===== src/hdl/speed_cmd_pkg.sv =====
// Constants, register map and function codes for the speed command block
package speed_cmd_pkg;
    // Timing
    localparam int unsigned CLK_HZ          = 20_000_000;
    localparam int unsigned CTRL_PERIOD_US  = 125;
    localparam int unsigned CTRL_CYCLES     = CLK_HZ / 1_000_000 * CTRL_PERIOD_US;
    localparam int unsigned CYC_PER_MS      = CLK_HZ / 1000;

    // Register byte offsets
    localparam logic [7:0] ADDR_UP_TIME     = 8'h00;
    localparam logic [7:0] ADDR_DOWN_TIME   = 8'h04;
    localparam logic [7:0] ADDR_CLAMP_THR   = 8'h08;
    localparam logic [7:0] ADDR_TURN_THR    = 8'h0C;
    localparam logic [7:0] ADDR_MATCH_THR   = 8'h10;
    localparam logic [7:0] ADDR_CTRL        = 8'h14;
    localparam logic [7:0] ADDR_SEG_SRC     = 8'h18;
    localparam logic [7:0] ADDR_SEG_SPD0    = 8'h1C;
    localparam logic [7:0] ADDR_IN_MAP      = 8'h2C;
    localparam logic [7:0] ADDR_OUT_MAP     = 8'h30;
    localparam logic [7:0] ADDR_MAX_SPEED   = 8'h34;
    localparam logic [7:0] ADDR_STATUS      = 8'h38;
    localparam logic [7:0] ADDR_SPEED_REF   = 8'h3C;
    localparam logic [7:0] ADDR_IRQ_STATUS  = 8'h40;
    localparam logic [7:0] ADDR_IRQ_MASK    = 8'h44;

    // Control register fields
    localparam int unsigned CTRL_EN_BIT     = 0;
    localparam int unsigned CTRL_SRC_LSB    = 4;

    // Reset values and limits
    localparam logic [15:0] RAMP_TIME_RST   = 16'h00C8;
    localparam logic [15:0] RAMP_TIME_MAX   = 16'h2710;
    localparam logic [15:0] CLAMP_THR_RST   = 16'h000A;
    localparam logic [15:0] TURN_THR_RST    = 16'h0014;
    localparam logic [15:0] SPEED_THR_MAX   = 16'h2710;
    localparam logic [15:0] MATCH_THR_RST   = 16'h000A;
    localparam logic [15:0] MATCH_THR_MAX   = 16'h0064;
    localparam logic [15:0] MAX_SPEED_RST   = 16'h0BB8;
    localparam logic [31:0] IN_MAP_RST      = 32'h0A09080C;
    localparam logic [15:0] OUT_MAP_RST     = 16'h0403;

    // Speed sources
    localparam logic [2:0] SRC_SINGLE       = 3'h0;
    localparam logic [2:0] SRC_MIXED        = 3'h4;
    localparam logic [3:0] SEG_SRC_INTERNAL = 4'h0;

    // Switch function codes
    localparam logic [7:0] FN_SPEED_MATCH   = 8'h03;
    localparam logic [7:0] FN_TURNING       = 8'h04;
    localparam logic [7:0] FN_DIRECTION     = 8'h08;
    localparam logic [7:0] FN_SEL_LO        = 8'h09;
    localparam logic [7:0] FN_SEL_HI        = 8'h0A;
    localparam logic [7:0] FN_SHAFT_LOCK    = 8'h0C;

    // Interrupt status bits
    localparam int unsigned IRQ_TURNING     = 0;
    localparam int unsigned IRQ_MATCH       = 1;
    localparam int unsigned IRQ_LOCK        = 2;
    localparam int unsigned IRQ_W           = 3;
endpackage : speed_cmd_pkg


===== src/hdl/speed_cmd.sv =====
// Speed command conditioning, shaft lock and speed status outputs with APB registers
//
// The placing of the registers and register access over APB were decided locally.
`timescale 1ns/1ps
module speed_cmd
    import speed_cmd_pkg::*;
#(
    parameter int unsigned IN_TERMS = 4
) (
    // Clock and reset
    input  wire logic                sys_clk,
    input  wire logic                sys_rst,
    // APB slave
    input  wire logic                psel,
    input  wire logic                penable,
    input  wire logic                pwrite,
    input  wire logic [7:0]          paddr,
    input  wire logic [31:0]         pwdata,
    output logic      [31:0]         prdata,
    output logic                     pready,
    output logic                     pslverr,
    // Switch terminals
    input  wire logic [IN_TERMS-1:0] switch_in,
    output logic      [1:0]          switch_out,
    // Motor feedback
    input  wire logic signed [15:0]  fb_speed,
    input  wire logic signed [31:0]  enc_pos,
    // Drive side
    output logic signed [15:0]       speed_ref,
    output logic                     shaft_locked,
    output logic                     irq
);

    typedef struct packed {
        logic [IN_TERMS-1:0]        s1;
        logic [IN_TERMS-1:0]        s2;
        logic [IN_TERMS-1:0]        s3;
        logic [IN_TERMS-1:0]        swq;
        logic [15:0]                up_time;
        logic [15:0]                down_time;
        logic [15:0]                clamp_thr;
        logic [15:0]                turn_thr;
        logic [15:0]                match_thr;
        logic [15:0]                max_speed;
        logic                       en;
        logic [2:0]                 src;
        logic [15:0]                seg_src;
        logic [3:0][15:0]           seg_spd;
        logic [IN_TERMS-1:0][7:0]   in_map;
        logic [1:0][7:0]            out_map;
        logic [IRQ_W-1:0]           irq_st;
        logic [IRQ_W-1:0]           irq_mask;
        logic [11:0]                tick_cnt;
        logic [15:0]                ramp_ref;
        logic [15:0]                target;
        logic [31:0]                acc;
        logic                       locked;
        logic [31:0]                lock_pos;
        logic                       turning;
        logic                       matching;
        logic [1:0]                 sw_out;
        logic [15:0]                speed_out;
        logic                       pready;
        logic                       pslverr;
        logic [31:0]                prdata;
        logic                       irq;
    } state_t;

    state_t st_reg;
    state_t st_next;

    function automatic state_t reset_state();
        state_t s;
        s           = '0;
        s.up_time   = RAMP_TIME_RST;
        s.down_time = RAMP_TIME_RST;
        s.clamp_thr = CLAMP_THR_RST;
        s.turn_thr  = TURN_THR_RST;
        s.match_thr = MATCH_THR_RST;
        s.max_speed = MAX_SPEED_RST;
        s.in_map    = IN_MAP_RST[IN_TERMS*8-1:0];
        s.out_map   = OUT_MAP_RST;
        return s;
    endfunction : reset_state

    // True when some terminal carries the code and reads high
    function automatic logic fn_active(input logic [IN_TERMS-1:0][7:0] map,
                                       input logic [IN_TERMS-1:0]      lvl,
                                       input logic [7:0]               code);
        logic hit;
        hit = 1'b0;
        for (int i = 0; i < IN_TERMS; i++) begin
            if (map[i] == code && lvl[i]) begin
                hit = 1'b1;
            end
        end
        return hit;
    endfunction : fn_active

    function automatic logic [15:0] limit16(input logic [31:0] v, input logic [15:0] lim);
        return (v[31:16] != 16'h0000 || v[15:0] > lim) ? lim : v[15:0];
    endfunction : limit16

    function automatic logic [16:0] abs17(input logic signed [16:0] v);
        return v[16] ? 17'(-v) : v;
    endfunction : abs17

    function automatic logic is_mapped(input logic [7:0] a);
        return a[1:0] == 2'b00 && a <= ADDR_IRQ_MASK;
    endfunction : is_mapped

    localparam logic [11:0] TICK_LAST = 12'(CTRL_CYCLES - 1);

    logic                dir_in;
    logic                sel_lo;
    logic                sel_hi;
    logic                lock_req;
    logic [1:0]          seg_idx;
    logic [3:0]          seg_field;
    logic signed [15:0]  cmd;
    logic [16:0]         cmd_mag;
    logic                lock_cond;
    logic                rising;
    logic                away;
    logic [15:0]         ramp_time;
    logic [31:0]         step_lim;
    logic [31:0]         acc_sum;
    logic signed [31:0]  pos_err;
    logic signed [15:0]  loop_out;
    logic [16:0]         fb_mag;
    logic [16:0]         dev_mag;
    logic                tick;
    logic                acc_ph;
    logic                wr_en;
    logic [31:0]         rd_val;
    logic [IRQ_W-1:0]    irq_ev;

    always_comb begin
        st_next   = st_reg;
        dir_in    = 1'b0;
        sel_lo    = 1'b0;
        sel_hi    = 1'b0;
        lock_req  = 1'b0;
        seg_idx   = 2'd0;
        seg_field = 4'h0;
        cmd       = '0;
        cmd_mag   = '0;
        lock_cond = 1'b0;
        rising    = 1'b0;
        away      = 1'b0;
        ramp_time = '0;
        step_lim  = '0;
        acc_sum   = '0;
        pos_err   = '0;
        loop_out  = '0;
        fb_mag    = '0;
        dev_mag   = '0;
        irq_ev    = '0;
        rd_val    = '0;

        // Pin synchronisers; a level is taken once stages two and three agree
        st_next.s1 = switch_in;
        st_next.s2 = st_reg.s1;
        st_next.s3 = st_reg.s2;
        for (int i = 0; i < IN_TERMS; i++) begin
            if (st_reg.s2[i] == st_reg.s3[i]) begin
                st_next.swq[i] = st_reg.s3[i];
            end
        end

        // Control cycle divider
        tick = (st_reg.tick_cnt == TICK_LAST);
        st_next.tick_cnt = tick ? 12'd0 : st_reg.tick_cnt + 12'd1;

        // Terminal decode by function code
        dir_in   = fn_active(st_reg.in_map, st_reg.swq, FN_DIRECTION);
        sel_lo   = fn_active(st_reg.in_map, st_reg.swq, FN_SEL_LO);
        sel_hi   = fn_active(st_reg.in_map, st_reg.swq, FN_SEL_HI);
        lock_req = fn_active(st_reg.in_map, st_reg.swq, FN_SHAFT_LOCK);

        // Command source selection
        if (st_reg.src == SRC_MIXED) begin
            seg_idx   = {sel_hi, sel_lo};
            seg_field = st_reg.seg_src[seg_idx*4 +: 4];
            if (seg_field == SEG_SRC_INTERNAL) begin
                cmd = $signed(st_reg.seg_spd[seg_idx]);
            end
            if (dir_in) begin
                cmd = 16'(-cmd);
            end
        end else if (st_reg.src == SRC_SINGLE) begin
            cmd = $signed(st_reg.seg_spd[0]);
        end
        // Disabled drive follows nothing
        if (!st_reg.en) begin
            cmd = '0;
        end
        cmd_mag   = abs17(17'(cmd));
        lock_cond = st_reg.en && lock_req && (cmd_mag < {1'b0, st_reg.clamp_thr});
        st_next.target = cmd;

        // Lock entry latches the position to hold
        st_next.locked = lock_cond;
        if (lock_cond && !st_reg.locked) begin
            st_next.lock_pos = enc_pos;
            irq_ev[IRQ_LOCK] = 1'b1;
        end

        // Ramp generator: Bresenham on max speed over ramp time, one rpm per step
        rising    = $signed(st_reg.target) > $signed(st_reg.ramp_ref);
        away      = rising ? !st_reg.ramp_ref[15] : (st_reg.ramp_ref[15] || st_reg.ramp_ref == '0);
        ramp_time = away ? st_reg.up_time : st_reg.down_time;
        step_lim  = 32'(ramp_time) * 32'(CYC_PER_MS);
        acc_sum   = st_reg.acc + 32'(st_reg.max_speed);
        if (!st_reg.en || st_reg.locked) begin
            // Command ignored; restart ramp from standstill on release
            st_next.ramp_ref = '0;
            st_next.acc      = '0;
        end else if (st_reg.ramp_ref == st_reg.target) begin
            st_next.acc = '0;
        end else if (ramp_time == '0) begin
            st_next.ramp_ref = st_reg.target;
            st_next.acc      = '0;
        end else if (acc_sum >= step_lim) begin
            st_next.acc      = acc_sum - step_lim;
            st_next.ramp_ref = rising ? st_reg.ramp_ref + 16'd1 : st_reg.ramp_ref - 16'd1;
        end else begin
            st_next.acc = acc_sum;
        end

        // Position loop with a one-pulse dead band, gain one rpm per pulse
        pos_err = $signed(st_reg.lock_pos) - enc_pos;
        if (pos_err > 32'sd1 || pos_err < -32'sd1) begin
            if (pos_err > $signed({16'h0000, st_reg.max_speed})) begin
                loop_out = $signed(st_reg.max_speed);
            end else if (pos_err < -$signed({16'h0000, st_reg.max_speed})) begin
                loop_out = 16'(-$signed(st_reg.max_speed));
            end else begin
                loop_out = pos_err[15:0];
            end
        end
        st_next.speed_out = st_reg.locked ? loop_out : st_reg.ramp_ref;

        // Status flags, refreshed once per control cycle
        fb_mag  = abs17(17'(fb_speed));
        dev_mag = abs17(17'($signed(fb_speed)) - 17'($signed(st_reg.target)));
        if (tick) begin
            st_next.turning  = fb_mag > {1'b0, st_reg.turn_thr};
            st_next.matching = dev_mag <= {1'b0, st_reg.match_thr};
        end
        irq_ev[IRQ_TURNING] = st_next.turning && !st_reg.turning;
        irq_ev[IRQ_MATCH]   = st_next.matching && !st_reg.matching;

        // Output terminals by function code
        for (int k = 0; k < 2; k++) begin
            case (st_reg.out_map[k])
                FN_SPEED_MATCH: st_next.sw_out[k] = st_reg.matching;
                FN_TURNING:     st_next.sw_out[k] = st_reg.turning;
                default:        st_next.sw_out[k] = 1'b0;
            endcase
        end

        // APB: one wait state, write and read take effect with pready
        acc_ph = psel && penable;
        wr_en  = acc_ph && st_reg.pready && pwrite && is_mapped(paddr);
        st_next.pready = acc_ph && !st_reg.pready;
        case (paddr)
            ADDR_UP_TIME:    rd_val = {16'h0000, st_reg.up_time};
            ADDR_DOWN_TIME:  rd_val = {16'h0000, st_reg.down_time};
            ADDR_CLAMP_THR:  rd_val = {16'h0000, st_reg.clamp_thr};
            ADDR_TURN_THR:   rd_val = {16'h0000, st_reg.turn_thr};
            ADDR_MATCH_THR:  rd_val = {16'h0000, st_reg.match_thr};
            ADDR_CTRL:       rd_val = {25'h0, st_reg.src, 3'h0, st_reg.en};
            ADDR_SEG_SRC:    rd_val = {16'h0000, st_reg.seg_src};
            ADDR_IN_MAP:     rd_val = 32'(st_reg.in_map);
            ADDR_OUT_MAP:    rd_val = {16'h0000, st_reg.out_map};
            ADDR_MAX_SPEED:  rd_val = {16'h0000, st_reg.max_speed};
            ADDR_STATUS:     rd_val = {28'h0, st_reg.swq == '0, st_reg.locked,
                                       st_reg.matching, st_reg.turning};
            ADDR_SPEED_REF:  rd_val = {{16{st_reg.speed_out[15]}}, st_reg.speed_out};
            ADDR_IRQ_STATUS: rd_val = 32'(st_reg.irq_st);
            ADDR_IRQ_MASK:   rd_val = 32'(st_reg.irq_mask);
            default: begin
                rd_val = '0;
                for (int j = 0; j < 4; j++) begin
                    if (paddr == ADDR_SEG_SPD0 + 8'(4 * j)) begin
                        rd_val = {16'h0000, st_reg.seg_spd[j]};
                    end
                end
            end
        endcase
        if (acc_ph && !st_reg.pready) begin
            st_next.prdata  = pwrite ? 32'h00000000 : rd_val;
            st_next.pslverr = !is_mapped(paddr);
        end

        // Time and threshold writes are clipped to their legal range
        if (wr_en) begin
            case (paddr)
                ADDR_UP_TIME:   st_next.up_time   = limit16(pwdata, RAMP_TIME_MAX);
                ADDR_DOWN_TIME: st_next.down_time = limit16(pwdata, RAMP_TIME_MAX);
                ADDR_CLAMP_THR: st_next.clamp_thr = limit16(pwdata, SPEED_THR_MAX);
                ADDR_TURN_THR:  st_next.turn_thr  = limit16(pwdata, SPEED_THR_MAX);
                ADDR_MATCH_THR: st_next.match_thr = limit16(pwdata, MATCH_THR_MAX);
                ADDR_CTRL: begin
                    st_next.en  = pwdata[CTRL_EN_BIT];
                    st_next.src = pwdata[CTRL_SRC_LSB +: 3];
                end
                ADDR_SEG_SRC:   st_next.seg_src   = pwdata[15:0];
                ADDR_IN_MAP:    st_next.in_map    = pwdata[IN_TERMS*8-1:0];
                ADDR_OUT_MAP:   st_next.out_map   = pwdata[15:0];
                ADDR_MAX_SPEED: st_next.max_speed = limit16(pwdata, SPEED_THR_MAX);
                ADDR_IRQ_MASK:  st_next.irq_mask  = pwdata[IRQ_W-1:0];
                default: begin
                    for (int j = 0; j < 4; j++) begin
                        if (paddr == ADDR_SEG_SPD0 + 8'(4 * j)) begin
                            st_next.seg_spd[j] = pwdata[15:0];
                        end
                    end
                end
            endcase
        end

        // Sticky events; a new event outranks a same-cycle write-one clear
        st_next.irq_st = st_reg.irq_st;
        if (wr_en && paddr == ADDR_IRQ_STATUS) begin
            st_next.irq_st = st_reg.irq_st & ~pwdata[IRQ_W-1:0];
        end
        st_next.irq_st = st_next.irq_st | irq_ev;
        st_next.irq    = |(st_next.irq_st & st_next.irq_mask);
    end

    always_ff @(posedge sys_clk) begin
        if (sys_rst) begin
            st_reg <= reset_state();
        end else begin
            st_reg <= st_next;
        end
    end

    assign prdata       = st_reg.prdata;
    assign pready       = st_reg.pready;
    assign pslverr      = st_reg.pslverr;
    assign switch_out   = st_reg.sw_out;
    assign speed_ref    = $signed(st_reg.speed_out);
    assign shaft_locked = st_reg.locked;
    assign irq          = st_reg.irq;

endmodule : speed_cmd


===== config.mk =====
export PLATFORM = sky130hd
export DESIGN_NAME = speed_cmd
export DESIGN_NICKNAME = d
export VERILOG_FILES = /design/src/hdl/speed_cmd_pkg.sv /design/src/hdl/speed_cmd.sv
export SDC_FILE = /design/constraint.sdc
export NUM_CORES = 2
export LEC_CHECK = 0
export BUFFER_PORTS_ARGS = -buffer_cell sky130_fd_sc_hd__buf_2
export CAP_MARGIN = 0
export CORE_MARGIN = 2
export CORE_UTILIZATION = 60
export DETAILED_ROUTE_END_ITERATION = 12
export PLACE_DENSITY = 0.81
export SYNTH_ARGS = -nofsm -noshare
export SYNTH_HDL_FRONTEND = slang
export SYNTH_SLANG_ARGS = --single-unit

===== constraint.sdc =====
create_clock -name sys_clk -period 14.05 [get_ports sys_clk]
set_input_delay 1.405 -clock sys_clk [delete_from_list [all_inputs] [get_ports sys_clk]]
set_output_delay 1.405 -clock sys_clk [all_outputs]
set_load 0.005 [all_outputs]

==> flow_metrics.tcl <==
set metrics [dict create \
    status "complete, but fails checks" \
    violations "capacitance limit, slew limit" \
    cap_violations 1 \
    largest_register_ffs 352 \
    ios 151 \
    fill_cells 4518 \
    slew_viol_final 4 \
    drive_gt1_share_pct 8.61 \
    cts_tree "yes" \
    met2WireLength_mm 46.6 \
    multi_input_area_um2 21300 \
    cts_num_sinks 414 \
    rsz0062_at_grt "false" \
    ys_seq_elements 414 \
    critPathRequiredTime_ns 14.52 \
    synth_edf_count 0 \
    start_util_pct 60.5 \
    dieArea_um2 54700 \
    syn_nets 4483 \
    fin_crit_sh_pct 83.6 \
    cts_root_buf "clkbuf_16" \
    synth_cells 4052 \
    clock.fmax_mhz 85.2 \
    avgSynthCellArea_um2 7.83 \
    powerDensity_nw_per_um2 79.5 \
    die-width_um 234 \
    hold_start "st_next[406]" \
    syn_area_um2 31700 \
    cp_slowest_cell "mux2i_4" \
    cts_setup_buffers 0 \
    leakage_nw 15.2 \
    start_kind "flip-flop" \
    critPathKind "reg -> reg" \
    cts_made_buffers 47 \
    min_period_ns 11.74 \
    tns_ns 0 \
    worst_pin_slew_ns 1.51 \
    drt_pass1_iterations 6 \
    regArea_um2 8290 \
    final_area_um2 34300 \
    synthFlopType "dfxtp_1" \
    portBuffers 150 \
    finClkSkew_ns 0.0418 \
    drc 0 \
    grt_pass1_wl_mm 166 \
    cp-end-kind "flip-flop" \
    synth-async-reset-ratio_pct 0 \
    grt_usage_pct 39.4 \
    p_total_mw 2.73 \
    placed_area_um2 32600 \
    ys_warn_count 0 \
    via_per_inst 6.54 \
    crit_start "st_reg[137]" \
    drt-total-wl_mm 110 \
    grt_max_degree 164 \
    finish.utilization_pct 65.4 \
    setup_slack_ns 2.31 \
    synth_seq_area_share_pct 26.1 \
    dr.first_iter.drc_count 4178 \
    cts.reportedPaths.clkPinSlew_ns 0.06 \
    place_ws_ns 2.46 \
    place_congestion 1.09 \
    vias 31242 \
    hold_buffers 0 \
    r2r-start "st_reg[137]" \
    slowest_delay_ns 0.96 \
    antenna_found_initial 5 \
    hp-class "reg -> reg" \
    slew_headroom_pct -1.45 \
    synth_cell_types 93 \
    path_max_fanout 25 \
    grt_pass1_vias 28513 \
    coreArea_um2 52400 \
    clk_latency_ns 0.62 \
    ir_drop_v 0.0000893 \
    ant_nets 0 \
    dieHeight_um 234 \
    cp_common_cell "inv_1" \
    finalHoldViolCount 0 \
    arrival_ns 12.22 \
    rows 84 \
    highest_layer "met5" \
    finalSetupViolCount 0 \
    area_delta_synth_final_pct 8.16 \
    dr_wl_met3_mm 12.8 \
    htreeDepth 2 \
    grt_overflow 0 \
    dp_hpwl_mm 82.8 \
    wl_per_cell_um 23.0 \
    nNetsFinal 4478 \
    clk_path_buf_depth 3 \
    ctsResizeCount 0 \
    m1WireLength_mm 41.6 \
]
## synthesized netlist by cell type, types with 53 or more instances
| cell type | n | area share [%] |
|---|---|---|
| inv_1 | 287 | 3.4 |
| a21oi_1 | 307 | 4.8 |
| nor2_1 | 457 | 5.4 |
| clkbuf_1 | 185 | 2.2 |
| ha_1 | 296 | 12 |
| dfxtp_1 | 414 | 26 |
| a22oi_1 | 100 | 2.4 |
| a21o_1 | 83 | 2.0 |
| xnor2_1 | 109 | 3.0 |
| nor3_1 | 114 | 1.8 |
| nand4_1 | 56 | 1.1 |
| o21ai_0 | 125 | 2.0 |
| xor2_1 | 53 | 1.5 |
| mux2i_1 | 146 | 4.6 |
| nand3_1 | 93 | 1.5 |
| nand2_1 | 391 | 4.6 |
## power breakdown
part           internal [mW]  leakage (nW)  total [mW]  switching, mW
sequential              1.18          3.34        1.18        0.00142
clock                  0.796         0.834        1.35          0.552
combinational         0.0734          11.0       0.204          0.130
## cells by family (layout without fill, tap and decap cells)
group | after synthesis | count (layout) | synth area share (%)
and+or+nand+nor | 1426 | 1426 | 21.2
AOI/OAI and AO/OA | 1014 | 1014 | 21.7
buffers and inverters | 533 | 567 | 6.94
DFF | 414 | 414 | 26.1
adders and majority gates | 334 | 334 | 14.1
muxes | 169 | 169 | 5.56
xor gates and xnor gates | 162 | 162 | 4.47
other | 0 | 1 | 0
## per-stage QoR
step / hold slack (ns) / instances
after floorplan: 0.414 / 4052
after global placement: 0.427 / 4686
after detailed placement: 0.429 / 4686
after CTS: 0.455 / 4774
after global routing: 0.470 / 4774
final: 0.432 / 4775
## final cells by class
| cell class | instances | share of cell area, % |
|---|---|---|
| Antenna cell | 1 | 0.00729 |
| Clock buffer | 63 | 4.07 |
| Clock inverter | 25 | 0.868 |
| Inverter | 287 | 3.14 |
| Multi-Input combinational cell | 3105 | 62.1 |
| Sequential cell | 414 | 24.1 |
| Tap cell | 688 | 2.51 |
| Timing Repair Buffer | 192 | 3.17 |
## cell usage in the layout, fill, tap and decap left out, drive strengths merged, types with 50 or more instances in the layout
cell type	n
xnor2	109
dfxtp	414
nor2	457
a21oi	308
xor2	53
nand2	391
a22oi	100
buf	192
ha	296
nor3	115
a21o	83
o21ai	131
mux2i	146
and3	50
nand3	93
nand4	56
clkbuf	63
inv	292
## layer usage
layer  track usage (%)  vias to the layer above
met3              9.55                      444
met4              26.0                        4
met5                 0                        -
li1                  -                    14463
met1              49.6                    14498
met2              59.9                     1833
## final timing paths
path | endpoint | slack [ns] | depth (start not counted)
hold / removal | st_next[402] | 0.43 | 1
setup / recovery | st_reg[136] | 2.31 | 42
setup reg to reg | st_reg[136] | 2.31 | 42
hold reg to reg | st_next[402] | 0.43 | 1
## critical path, delay by kind of cell, from the launching register on
kind | cells | cell delay (ns)
buffers and inverters | 8 | 0.91
xor gates and xnor gates | 1 | 0.16
adders and majority gates | 8 | 2.95
muxes | 2 | 1.41
AOI/OAI and AO/OA | 15 | 4.43
DFF | 1 | 0.44
and+or+nand+nor | 8 | 1.29
Power figures use the tool's default switching activity.
